**src/trsb_pkg.sv**
```systemverilog
// constants for the token ring serial station: register indices, flag bit
// positions, ring state numbers and the serial clock divider.
// assumes a 10 MHz mclk and a shared ring clock of 800 ns period.
//
// Overview of operation
// RULE_01: idle state: requesters pull data low, clock resumes
// RULE_02: entering state 1, last master keeps previous-owner flag
// RULE_03: token out high: previous owner, or passing token
// RULE_04: new master releases data high during state 1
// RULE_05: state 2 stops clock; master sets interrupt flag
// RULE_06: processor reads pending message, then loads bytes
// RULE_07: low message byte write clears write pending
// RULE_08: master pulls data low; half cycle later state 3
// RULE_09: read pending before state 3 makes station deaf
// RULE_10: master drives message bits in states 3-34
// RULE_11: non-deaf stations shift message in states 3-34
// RULE_12: transmit on clock rise, sample on clock fall
// RULE_13: master releases data high during state 35
// RULE_14: addressed non-deaf station acknowledges in state 36
// RULE_15: master samples acknowledge; high sets not-acknowledged
// RULE_16: addressed non-deaf station sets read pending, state 37
// RULE_17: data high in state 37, then back to 0
// RULE_18: top byte read clears read pending
// RULE_19: readable state value is one-hot, seven bits
// RULE_20: station address compared with top three message bits
// RULE_21: begin low time from load until first bit
// RULE_22: interrupt is enable and master, nak or pending
// RULE_23: writing one clears interrupt flag; zero ignored
// RULE_24: counter 0 to 37 wraps, reset to 0
// RULE_25: clock source enable makes station drive ring clock
// RULE_26: data line is wired-AND, released or pulled low
package trsb_pkg;

    localparam int MCLK_PERIOD_NS = 100;
    localparam int RING_CLK_PERIOD_NS = 800;
    localparam int HALF_DIV_INT = (RING_CLK_PERIOD_NS + 2 * MCLK_PERIOD_NS - 1) / (2 * MCLK_PERIOD_NS);
    localparam logic [2:0] RING_HALF_DIV = 3'(HALF_DIV_INT);

    localparam int ADDR_W = 8;
    localparam int DATA_W = 32;
    localparam int BYTE_W = 8;
    localparam int IDX_W = 6;
    localparam int STATE_W = 6;
    localparam int MSG_W = 32;
    localparam int MSG_BYTES = 4;
    localparam int ONEHOT_W = 7;
    localparam int STATION_W = 3;
    localparam int SYNC_W = 3;

    // register indices; byte address is four times the index
    localparam logic [IDX_W-1:0] IDX_STATE = 6'h14;
    localparam logic [IDX_W-1:0] IDX_MSG_LOW = 6'h15;
    localparam logic [IDX_W-1:0] IDX_MSG_TOP = 6'h18;
    localparam logic [IDX_W-1:0] IDX_SCSR = 6'h19;
    localparam logic [IDX_W-1:0] IDX_BAR = 6'h1a;
    localparam logic [IDX_W-1:0] IDX_CTRL = 6'h1b;

    // control and status bit positions
    localparam int WP_BIT = 0;
    localparam int MASTER_BIT = 1;
    localparam int PREV_BIT = 2;
    localparam int NAK_BIT = 3;
    localparam int RP_BIT = 4;
    localparam int DEAF_BIT = 5;
    localparam int CLKSRC_BIT = 6;
    localparam int IRQ_BIT = 7;
    localparam int BLOCK_EN_BIT = 2;

    // ring states
    localparam logic [STATE_W-1:0] ST_IDLE = 6'd0;
    localparam logic [STATE_W-1:0] ST_ARB = 6'd1;
    localparam logic [STATE_W-1:0] ST_LOAD = 6'd2;
    localparam logic [STATE_W-1:0] ST_FIRST_BIT = 6'd3;
    localparam logic [STATE_W-1:0] ST_LAST_BIT = 6'd34;
    localparam logic [STATE_W-1:0] ST_END = 6'd35;
    localparam logic [STATE_W-1:0] ST_ACK = 6'd36;
    localparam logic [STATE_W-1:0] ST_DONE = 6'd37;

    // one-hot positions of the readable state value
    localparam int OH_SHIFT = 3;
    localparam int OH_END = 4;
    localparam int OH_ACK = 5;
    localparam int OH_DONE = 6;

    localparam logic [BYTE_W-1:0] BYTE_ZERO = 8'h00;
    localparam logic [STATION_W-1:0] BAR_RESET = 3'h0;
    localparam logic [MSG_W-1:0] MSG_RESET = 32'h0000_0000;

endpackage

```
**src/trsb_ring_station.sv**
```systemverilog
// one station of the token ring serial bus with its avalon-mm register slave.
// assumes a push-pull ring clock and an open-drain data wire with pull-ups resolved outside,
// and a daisy-chained token from the upstream station.
//
// Decided for this implementation: the register addresses and the Avalon-MM interface to the registers.
`timescale 1ns/1ps

module trsb_ring_station (
    input wire logic mclk,
    input wire logic reset,
    input wire logic [trsb_pkg::ADDR_W-1:0] avs_address,
    input wire logic avs_read,
    input wire logic avs_write,
    input wire logic [trsb_pkg::DATA_W-1:0] avs_writedata,
    input wire logic [3:0] avs_byteenable,
    output logic [trsb_pkg::DATA_W-1:0] avs_readdata,
    output logic avs_waitrequest,
    input wire logic ring_clk_in,
    output logic ring_clk_out,
    output logic ring_clk_oe,
    input wire logic ring_data_line_in,
    output logic ring_data_line_out,
    output logic ring_data_line_oe,
    input wire logic token_input,
    output logic token_output,
    output logic ring_interrupt
);
    import trsb_pkg::*;

    logic [SYNC_W-1:0] sync_a;
    logic [SYNC_W-1:0] sync_b;
    logic clk_s;
    logic dat_s;
    logic tok_s;
    logic clk_q;
    logic clk_rise;
    logic clk_fall;

    logic [STATE_W-1:0] st;
    logic [STATE_W-1:0] next_st;
    logic in_shift;
    logic ent_arb;
    logic ent_load;
    logic ent_first;
    logic ent_done;
    logic tx_load;

    logic write_pending_flag;
    logic master_flag;
    logic previous_owner_flag;
    logic not_acknowledged_flag;
    logic read_pending_flag;
    logic deaf_flag;
    logic local_clock_source_enable;
    logic ring_interrupt_flag;
    logic ring_block_enable;
    logic sender;
    logic msg_seen;
    logic tx_bit;
    logic [STATION_W-1:0] station_addr;
    logic [MSG_W-1:0] msg;
    logic addr_match;
    logic next_dat_oe;
    logic [2:0] div;
    logic clk_hold;

    logic [IDX_W-1:0] idx;
    logic aligned;
    logic rd_go;
    logic wr_go;
    logic wr_scsr;
    logic [BYTE_W-1:0] wbyte;
    logic [BYTE_W-1:0] rd_mux;
    logic [BYTE_W-1:0] scsr_v;

    function automatic logic [ONEHOT_W-1:0] state_onehot(input logic [STATE_W-1:0] s);
        logic [ONEHOT_W-1:0] v;
        v = '0;
        if (s <= ST_LOAD) begin
            v[s[2:0]] = 1'b1;
        end else if (s <= ST_LAST_BIT) begin
            v[OH_SHIFT] = 1'b1;
        end else if (s == ST_END) begin
            v[OH_END] = 1'b1;
        end else if (s == ST_ACK) begin
            v[OH_ACK] = 1'b1;
        end else begin
            v[OH_DONE] = 1'b1;
        end
        return v;
    endfunction

    // pin synchronisers: clock, data and token
    always_ff @(posedge mclk or posedge reset) begin
        if (reset) begin
            sync_a <= '1;
            sync_b <= '1;
            clk_q <= 1'b1;
        end else begin
            sync_a <= {token_input, ring_data_line_in, ring_clk_in};
            sync_b <= sync_a;
            clk_q <= sync_b[0];
        end
    end

    assign clk_s = sync_b[0];
    assign dat_s = sync_b[1];
    assign tok_s = sync_b[2];
    assign clk_rise = clk_s && !clk_q;
    assign clk_fall = !clk_s && clk_q;

    // ring state counter, same in every station
    assign next_st = (st == ST_DONE) ? ST_IDLE : STATE_W'(st + 6'd1);

    always_ff @(posedge mclk or posedge reset) begin
        if (reset) begin
            st <= ST_IDLE;
        end else if (clk_rise) begin
            st <= next_st; // [RULE_24] [RULE_17]
        end
    end

    assign in_shift = (st >= ST_FIRST_BIT) && (st <= ST_LAST_BIT);
    assign ent_arb = clk_rise && (st == ST_IDLE);
    assign ent_load = clk_rise && (st == ST_ARB);
    assign ent_first = clk_rise && (st == ST_LOAD);
    assign ent_done = clk_rise && (st == ST_ACK);
    assign tx_load = clk_rise && (st >= ST_LOAD) && (st < ST_LAST_BIT);

    // top three message bits carry the destination station
    assign addr_match = !deaf_flag && (msg[MSG_W-1 -: STATION_W] == station_addr); // [RULE_20]

    // register bus decode
    assign idx = avs_address[ADDR_W-1:2];
    assign aligned = (avs_address[1:0] == 2'b00);
    assign rd_go = avs_read && !avs_waitrequest && aligned;
    assign wr_go = avs_write && !avs_waitrequest && aligned && avs_byteenable[0];
    assign wr_scsr = wr_go && (idx == IDX_SCSR);
    assign wbyte = avs_writedata[BYTE_W-1:0];

    // one wait cycle, then the request is taken
    always_ff @(posedge mclk or posedge reset) begin
        if (reset) begin
            avs_waitrequest <= 1'b1;
        end else begin
            avs_waitrequest <= !((avs_read || avs_write) && avs_waitrequest);
        end
    end

    always_comb begin
        scsr_v = BYTE_ZERO;
        scsr_v[WP_BIT] = write_pending_flag;
        scsr_v[MASTER_BIT] = master_flag;
        scsr_v[PREV_BIT] = previous_owner_flag;
        scsr_v[NAK_BIT] = not_acknowledged_flag;
        scsr_v[RP_BIT] = read_pending_flag;
        scsr_v[DEAF_BIT] = deaf_flag;
        scsr_v[CLKSRC_BIT] = local_clock_source_enable;
        scsr_v[IRQ_BIT] = ring_interrupt_flag;
    end

    always_comb begin
        rd_mux = BYTE_ZERO;
        if (aligned) begin
            if (idx == IDX_STATE) begin
                rd_mux = {1'b0, state_onehot(st)}; // [RULE_19]
            end else if (idx >= IDX_MSG_LOW && idx <= IDX_MSG_TOP) begin
                rd_mux = msg[BYTE_W * 32'(idx - IDX_MSG_LOW) +: BYTE_W];
            end else if (idx == IDX_SCSR) begin
                rd_mux = scsr_v;
            end else if (idx == IDX_BAR) begin
                rd_mux = {5'h00, station_addr};
            end else if (idx == IDX_CTRL) begin
                rd_mux[BLOCK_EN_BIT] = ring_block_enable;
            end
        end
    end

    always_ff @(posedge mclk or posedge reset) begin
        if (reset) begin
            avs_readdata <= '0;
        end else if (avs_read && avs_waitrequest) begin
            avs_readdata <= {24'h000000, rd_mux};
        end
    end

    // message shift register and processor byte access
    always_ff @(posedge mclk or posedge reset) begin
        if (reset) begin
            msg <= MSG_RESET;
        end else if (clk_fall && in_shift && !deaf_flag) begin
            msg <= {msg[MSG_W-2:0], dat_s}; // [RULE_11] [RULE_12]
        end else begin
            for (int i = 0; i < MSG_BYTES; i++) begin
                if (wr_go && idx == IDX_W'(IDX_MSG_LOW + i)) begin
                    msg[BYTE_W*i +: BYTE_W] <= wbyte;
                end
            end
        end
    end

    // transmit bit changes only on ring clock rise
    always_ff @(posedge mclk or posedge reset) begin
        if (reset) begin
            tx_bit <= 1'b1;
        end else if (tx_load) begin
            tx_bit <= msg[MSG_W-1]; // [RULE_12]
        end
    end

    always_ff @(posedge mclk or posedge reset) begin
        if (reset) begin
            write_pending_flag <= 1'b0;
        end else if (wr_scsr && wbyte[WP_BIT]) begin
            write_pending_flag <= 1'b1;
        end else if (wr_go && idx == IDX_MSG_LOW) begin
            write_pending_flag <= 1'b0; // [RULE_07]
        end
    end

    // mastery is granted on entry to state 2, handed to sender at state 3
    always_ff @(posedge mclk or posedge reset) begin
        if (reset) begin
            master_flag <= 1'b0;
        end else if (ent_load) begin
            master_flag <= tok_s && write_pending_flag; // [RULE_03]
        end else if (ent_first) begin
            master_flag <= 1'b0;
        end
    end

    always_ff @(posedge mclk or posedge reset) begin
        if (reset) begin
            sender <= 1'b0;
            msg_seen <= 1'b0;
        end else if (ent_first) begin
            sender <= master_flag;
            msg_seen <= 1'b1;
        end
    end

    // software seeds one owner; after a message the last sender keeps it
    always_ff @(posedge mclk or posedge reset) begin
        if (reset) begin
            previous_owner_flag <= 1'b0;
        end else if (wr_scsr && wbyte[PREV_BIT]) begin
            previous_owner_flag <= 1'b1;
        end else if (ent_arb && msg_seen) begin
            previous_owner_flag <= sender; // [RULE_02]
        end
    end

    always_ff @(posedge mclk or posedge reset) begin
        if (reset) begin
            token_output <= 1'b0;
        end else begin
            token_output <= previous_owner_flag || (tok_s && !write_pending_flag); // [RULE_03]
        end
    end

    always_ff @(posedge mclk or posedge reset) begin
        if (reset) begin
            deaf_flag <= 1'b0;
        end else if (ent_first) begin
            deaf_flag <= read_pending_flag; // [RULE_09]
        end
    end

    always_ff @(posedge mclk or posedge reset) begin
        if (reset) begin
            not_acknowledged_flag <= 1'b0;
        end else if (ent_done && sender) begin
            not_acknowledged_flag <= dat_s; // [RULE_15]
        end
    end

    // new message beats a same-cycle clear by a top byte read
    always_ff @(posedge mclk or posedge reset) begin
        if (reset) begin
            read_pending_flag <= 1'b0;
        end else if (ent_done && addr_match) begin
            read_pending_flag <= 1'b1; // [RULE_16]
        end else if (rd_go && idx == IDX_MSG_TOP) begin
            read_pending_flag <= 1'b0; // [RULE_18]
        end
    end

    always_ff @(posedge mclk or posedge reset) begin
        if (reset) begin
            ring_interrupt_flag <= 1'b0;
        end else if (ent_load && tok_s && write_pending_flag) begin
            ring_interrupt_flag <= 1'b1; // [RULE_05]
        end else if (ent_done && ((sender && dat_s) || addr_match)) begin
            ring_interrupt_flag <= 1'b1; // [RULE_15] [RULE_16]
        end else if (wr_scsr && wbyte[IRQ_BIT]) begin
            ring_interrupt_flag <= 1'b0; // [RULE_23]
        end
    end

    always_ff @(posedge mclk or posedge reset) begin
        if (reset) begin
            local_clock_source_enable <= 1'b0;
        end else if (wr_scsr && wbyte[CLKSRC_BIT]) begin
            local_clock_source_enable <= 1'b1;
        end
    end

    always_ff @(posedge mclk or posedge reset) begin
        if (reset) begin
            station_addr <= BAR_RESET;
            ring_block_enable <= 1'b0;
        end else if (wr_go && idx == IDX_BAR) begin
            station_addr <= wbyte[STATION_W-1:0];
        end else if (wr_go && idx == IDX_CTRL) begin
            ring_block_enable <= wbyte[BLOCK_EN_BIT];
        end
    end

    always_ff @(posedge mclk or posedge reset) begin
        if (reset) begin
            ring_interrupt <= 1'b0;
        end else begin
            ring_interrupt <= ring_block_enable &&
                (master_flag || not_acknowledged_flag || read_pending_flag); // [RULE_22]
        end
    end

    // data pin: enable pulls low, released level is the pull-up
    always_comb begin
        next_dat_oe = 1'b0; // [RULE_26] [RULE_04] [RULE_13] [RULE_17]
        if (st == ST_IDLE) begin
            next_dat_oe = write_pending_flag; // [RULE_01]
        end else if (tx_load) begin
            // next bit leaves as soon as the rise is seen, so it has settled before the fall
            next_dat_oe = ((st == ST_LOAD) ? master_flag : sender) && !msg[MSG_W-1]; // [RULE_10] [RULE_12]
        end else if (st == ST_LOAD) begin
            next_dat_oe = master_flag && !write_pending_flag; // [RULE_08] [RULE_21]
        end else if (in_shift) begin
            next_dat_oe = sender && !tx_bit; // [RULE_10]
        end else if (st == ST_ACK) begin
            next_dat_oe = addr_match; // [RULE_14]
        end
    end

    always_ff @(posedge mclk or posedge reset) begin
        if (reset) begin
            ring_data_line_oe <= 1'b0;
            ring_data_line_out <= 1'b0;
        end else begin
            ring_data_line_oe <= next_dat_oe;
            ring_data_line_out <= 1'b0;
        end
    end

    // ring clock generator: holds low in states 0 and 2 while data is high
    assign clk_hold = ((st == ST_IDLE) || (st == ST_LOAD)) && dat_s; // [RULE_01] [RULE_05]

    always_ff @(posedge mclk or posedge reset) begin
        if (reset) begin
            div <= 3'h0;
            ring_clk_out <= 1'b0;
        end else if (!local_clock_source_enable) begin
            div <= 3'h0;
            ring_clk_out <= 1'b0;
        end else if (!ring_clk_out && clk_hold) begin
            div <= 3'h0; // [RULE_08]
        end else if (div == 3'(RING_HALF_DIV - 3'h1)) begin
            div <= 3'h0;
            ring_clk_out <= !ring_clk_out; // [RULE_25]
        end else begin
            div <= 3'(div + 3'h1);
        end
    end

    always_ff @(posedge mclk or posedge reset) begin
        if (reset) begin
            ring_clk_oe <= 1'b0;
        end else begin
            ring_clk_oe <= local_clock_source_enable; // [RULE_25]
        end
    end

endmodule

```
**config.mk**
```make
export PLATFORM = sky130hd
export DESIGN_NAME = trsb_ring_station
export DESIGN_NICKNAME = d
export VERILOG_FILES = /design/src/trsb_pkg.sv /design/src/trsb_ring_station.sv
export SDC_FILE = /design/constraint.sdc
export NUM_CORES = 1
export LEC_CHECK = 0
export BUFFER_PORTS_ARGS = -buffer_cell sky130_fd_sc_hd__buf_4
export CAP_MARGIN = 20
export CELL_PAD_IN_SITES_DETAIL_PLACEMENT = 0
export CELL_PAD_IN_SITES_GLOBAL_PLACEMENT = 1
export CORE_MARGIN = 10
export CORE_UTILIZATION = 45
export DETAILED_ROUTE_END_ITERATION = 10
export PLACE_DENSITY = 0.94
export SETUP_SLACK_MARGIN = 0.5
export SYNTH_ARGS = -nofsm -noshare
export SYNTH_HDL_FRONTEND = slang
export SYNTH_SLANG_ARGS = --single-unit
```
**constraint.sdc**
```tcl
create_clock -name mclk -period 5.5 [get_ports mclk]
set_input_delay 0.825 -clock mclk [delete_from_list [all_inputs] [get_ports mclk]]
set_output_delay 0.825 -clock mclk [all_outputs]
set_load 0.05 [all_outputs]
```
==> impl_results.md, run 1 <==
* # IOs at 90
* Clock Path Buffers at 2
* # rows at 35
* Post_cts resized at 0
* Netlist cell types at 50
* IO buf count at 37
* Placed insts at about 570
* Share of layout cells above drive strength 1 at 19.2%
* Syn. warnings at 0
* Routed Antenna Nets at 0
* Critical path peak fanout at 9
* Max Cap Viol at 0
* Die height at about 120 um
* Unrepaired setup endpoints after global routing: false
* Asr flop ratio synth at between 90% and 100%
* Post-Syn Area at ~4300 um^2
* Die area at ~14000 um^2
* Total CTS buffers at 9
* Area Overhead vs Synth at 11.3%
* Antenna diode count at 0
* FF-to-FF setup slack at approximately 3.1 ns
* Die X at 117 um
* Routability Congestion at approximately 0.87
* Cell taking the most area after synthesis: dfrtp_1
* Fmax at ~380 MHz
* Post-synth top area share at 40.0%
* H-tree depth at 3
* Status: finished clean
* Hold Fails Final Rpt at 0
* Worst-path clk slew at ~0.08 ns
* Drt first pass iters at 5
* Post-synth EDFFs at 0
* Top cells by area, synth: dfrtp_1, mux2i_1, dfstp_2, buf_4, a21oi_1
* Worst slew pin tran at between 0.8 and 0.9 ns
* Setup TNS Final at 0 ns
* Final min period at ~2.6 ns
* CP required at roughly 5.7 ns
* Clock latency on the worst-skew pair at around 0.36 ns
* Static leakage power at 1.88 nW
* GR Overflow Total at 0
* Arr. time, crit path at 2.85 ns
* Gr usage total at about 15%
* Clk_skew at ~0.0083 ns
* Syn avg cell area at just over 10 um^2
* Non-Filler Instances at 582
* WL/cell at 17.2 um
* Antenna violations before repair at 0
* Vias in the first global route at approximately 3100
* Rel. slew slack at about two fifths
* Fin crit share at between 40 and 50%
* Detailed Place HPWL at 7360 um
* Nets at about 510
* Register area share after synthesis at roughly 46%
* Post-Synthesis Cells at ~420
* Setup CP Type: in -> reg
* Count of final setup violators at 0
* Wirelength, routed at approximately 10000 um
* Main synth FF type: dfrtp_1
* Critical Path Sink Type: flip-flop
* CTS tree: built
* CP Launch Type: input port
* Commonest non-fill, non-tap cells in the layout: dfrtp_1, a21oi_1, nor2_1, buf_4, mux2i_1
* Core area at between 9000 and 10000 um^2
* Initial drt markers at around 230
* Global-route wire length before repair at 15900 um
* Via/cell ratio at approximately 5.5
* Post-CTS Setup Inserts at 0
* Fin. max-slew vios at 0
* Largest net degree at the start of global routing at between 60 and 70
* Sink Count at 77
* Synthesized flop and latch total at 77
* Hold WC Path Type: reg -> reg
* DR vias at 3191
* DRC at 0
* Largest vdd supply drop at 0.143 mV
* Power Density at about 330 nW/um^2
* Root buf cell: clkbuf_8
* Most common cell after layout, fill and taps aside: dfrtp_1
* Initial Util at ~46%
* Hold buffers post-CTS at 0
==> cell families (layout without fill, tap and decap cells) <==
group,count (synthesis),after routing,synth area share [%]
flip-flops,77,77,45.5
AO/OA/AOI/OAI,99,99,14.5
XOR/XNOR,4,4,0.823
multiplexers,50,50,14.3
other,1,25,0.0881
AND/OR/NAND/NOR,124,124,14.7
buffers and inverters,55,65,7.38
adder cells (fa/ha/maj),9,9,2.65
==> cells in the mapped netlist (all sizes together), types with 2 or more instances <==
cell type   n
dfrtp      68
a21oi      40
nor2       39
mux2i      34
buf        30
nand2      26
o21ai      24
nand3      16
clkbuf     15
inv        10
dfstp       9
ha          9
a32o        8
mux2        8
mux4        8
nand2b      8
and3        7
nor2b       6
nor3        6
o31ai       6
a21o        3
nand4       3
nor3b       3
nor4        3
o2111ai     3
xor2        3
a22oi       2
a31oi       2
o211ai      2
o22ai       2
o41ai       2
==> critical path, cell delays in order <==
cell and delay [ns]:
buf_4 0.12, or4b_4 0.57, nor3_2 0.33, and3_1 0.65, mux2i_1 0.27, a21oi_1 0.08
==> metal layers <==
| layer | GRT usage [%] | part of all wire [%] |
|---|---|---|
| met1 | 17.9 | 42 |
| met2 | 24.7 | 52 |
| met3 | 3.47 | 5.0 |
| met4 | 5.44 | 1.6 |
| met5 | 0 | 0 |
==> through the flow <==
stage | setup slack (ns) | total power [mW] | cell area [um^2] | utilization (%) | hold slack [ns]
after detailed placement | 2.50 | 1.12 | 4540 | 49.1 | 0.349
after CTS | 2.89 | 1.56 | 4740 | 51.3 | 0.360
final | 2.87 | 1.55 | 4740 | 51.3 | 0.358
after global routing | 2.79 | 1.63 | 4740 | 51.3 | 0.367
after floorplan | 2.63 | 1.02 | 4350 | - | 0.345
after global placement | 2.55 | 1.11 | 4540 | 49.1 | 0.347
==> registers in the layout, summed over array words and instances (netlist names), 3 cells and up <==
name and count:
sync_a 3, sync_b 3, station_addr 3, div 3
avs_readdata 8, st 6, msg 32
==> where the power goes <==
group / leakage [nW] / switching [mW] / internal (mW) / total [mW]
Sequential: 0.848 / 0.0895 / 0.643 / 0.733
Combinational: 0.929 / 0.247 / 0.134 / 0.381
Clock: 0.106 / 0.218 / 0.221 / 0.439
Total: 1.88 / 0.554 / 0.998 / 1.55
==> path summary, 6_finish.rpt <==
path / endpoint / startpoint / cells after the start
worst max-delay path: msg[1] / avs_address[7] / 6
worst min-delay path: sync_b[1] / sync_a[1] / 0
worst max register to register: ring_data_line_oe / st[5] / 5
worst min register to register: sync_b[1] / sync_a[1] / 0
max in group asynchronous: msg[6] / reset / 3
min in group asynchronous: ring_clk_out / reset / 2
==> layout make-up <==
class                   count  area, um^2
inverters                  10        37.5
clock buffers              10         138
multi-input cells         311        2110
repair buffers             39         293
clock inverters             6        62.6
fillers                   856        4500
well taps                 129         161
flip-flops and latches     77        1940
Power figures use the tool's default switching activity.
==> run 2, diff against run 1 <==
--- a/config.mk
+++ b/config.mk
@@ -10,9 +10,9 @@
 export CELL_PAD_IN_SITES_DETAIL_PLACEMENT = 0
 export CELL_PAD_IN_SITES_GLOBAL_PLACEMENT = 1
 export CORE_MARGIN = 10
-export CORE_UTILIZATION = 45
+export CORE_UTILIZATION = 42
 export DETAILED_ROUTE_END_ITERATION = 10
-export PLACE_DENSITY = 0.94
+export PLACE_DENSITY = 0.89
 export SETUP_SLACK_MARGIN = 0.5
 export SYNTH_ARGS = -nofsm -noshare
 export SYNTH_HDL_FRONTEND = slang
==> constraint.sdc (replaced) <==
create_clock -name mclk -period 2.48 [get_ports mclk]
set_input_delay 0.372 -clock mclk [delete_from_list [all_inputs] [get_ports mclk]]
set_output_delay 0.372 -clock mclk [all_outputs]
set_load 0.05 [all_outputs]
==> impl_results.md, run 2 (synthesis gave the netlist of run 1 again) <==
* Status: finished clean
* Drt first pass iters at 5
* Hold WC Path Type: in -> async
* Setup TNS Final at 0 ns
* Sink Count at 77
* Rel. slew slack at ~41%
* Area Overhead vs Synth at 18.1%
* Routed Antenna Nets at 0
* Final min period at 1.90 ns
* Critical Path Sink Type: flip-flop
* # rows at 36
* Clock Path Buffers at 2
* Initial Util at approximately 43%
* Routability Congestion at approximately 0.84
* DR vias at between 3000 and 4000
* Root buf cell: clkbuf_8
* Share of layout cells above drive strength 1 at approximately a quarter
* H-tree depth at 3
* Count of final setup violators at 0
* Core area at roughly 10000 um^2
* Global-route wire length before repair at 16800 um
* Wirelength, routed at roughly 10000 um
* R2R depth at 5
* Antenna diode count at 0
* CP required at roughly 2.7 ns
* CTS tree: built
* Worst-path clk slew at 0.08 ns
* Max reg flops at 32
* Setup CP Type: reg -> reg
* Placed cell area at ~4700 um^2
* IO buf count at 37
* Die X at 121 um
* Total CTS buffers at 9
* Fmax at approximately 530 MHz
* Unrepaired setup endpoints after global routing: true
* Static leakage power at between 1.5 and 2 nW
* GR Overflow Total at 0
* Die area at ~15000 um^2
* Initial drt markers at roughly 340
* Worst slew pin tran at roughly 0.9 ns
* DRC at 0
* Via/cell ratio at around 5.3
* Antenna violations before repair at 0
* Fin. max-slew vios at 0
* Largest net degree at the start of global routing at 65
* # IOs at 90
* Largest vdd supply drop at 0.398 mV
* Critical path peak fanout at 6
* Vias in the first global route at roughly 3200
* CP Launch Type: flip-flop
* Most common cell after layout, fill and taps aside: dfrtp_1
* Power Density at 731 nW/um^2
* Max Cap Viol at 0
* Hold Fails Final Rpt at 0
* Fill cells at between 900 and 1000
* Arr. time, crit path at approximately 2.1 ns
* Top reg by flops: msg
* Pwr Total at 3.68 mW
* Clk_skew at just over 0.01 ns
* Fin crit share at 76.7%
* Detailed Place HPWL at 7480 um
* Nets at about 530
* Gr usage total at around 14%
* Top Registers: msg: 32 flops, avs_readdata: 8 flops, st: 6 flops
* Commonest non-fill, non-tap cells in the layout: dfrtp_1, buf_4, a21oi_1
* WL/cell at 17.0 um
* Clock latency on the worst-skew pair at 0.35 ns
* Finished Cell Area at 5030 um^2
* Final Core Density at a little over 50%
* Hold WS at 0.113 ns
* Die height at 121 um
run 2: cell types whose count changed in the layout (fill, tap and decap cells not counted), sizes merged:
cell	previous run	this run
inv	10	9
buf	39	57
clkinvlp	0	2
bufinv	1	2
clkinv	5	3
run 2: area by class of cell:
type | count | area (um^2) | area share [%]
clock buffer | 10 | 138 | 2.74
clock inverter | 6 | 86.3 | 1.72
inverter | 10 | 41.3 | 0.821
multi-input combinational | 311 | 2150 | 42.8
sequential | 77 | 1940 | 38.6
tap | 133 | 166 | 3.31
timing repair buffer | 57 | 503 | 10.0
run 2: repair_timing:
action	4_1_cts	5_1_grt
hold buffers	0	0
setup endpoints to repair	33	33
setup buffers	0	3
resized for setup	4	13
run 2: power by group:
part           total, mW  switching, mW  internal [mW]
clock network       1.07          0.476          0.592
logic               1.00          0.612          0.389
registers           1.61          0.177           1.43
run 2: worst paths after layout:
check,startpoint,end,slack (ns)
min in group mclk,token_input,sync_a[2],0.13
max,st[4],ring_data_line_oe,0.58
min,reset,div[1],0.11
min reg2reg,sync_a[1],sync_b[1],0.35
max in group asynchronous,reset,avs_waitrequest,1.69
max reg2reg,st[4],ring_data_line_oe,0.58
run 2: metrics by stage:
step | setup WS, ns | std cells
2_1_floorplan | 0.444 | 443
3_3_place_gp | 0.385 | 585
3_5_place_dp | 0.357 | 585
4_1_cts | 0.507 | 601
5_1_grt | 0.483 | 604
6_report | 0.578 | 604
run 2: per-layer routing:
| layer | vias to the layer above | wire length (um) | global-route usage, % |
|---|---|---|---|
| met1 | 1589 | 4370 | 17.7 |
| li1 | 1549 | - | - |
| met4 | 0 | 105 | 3.54 |
| met5 | - | 0 | 0 |
| met3 | 12 | 491 | 3.91 |
| met2 | 73 | 5290 | 23.8 |
run 2: worst max-delay path, stage by stage (launching register included):
cell,delay [ns]
dfrtp_2,0.45
or3_4,0.43
or4_1,0.42
nand3_2,0.11
a2111oi_1,0.06
a311o_2,0.32
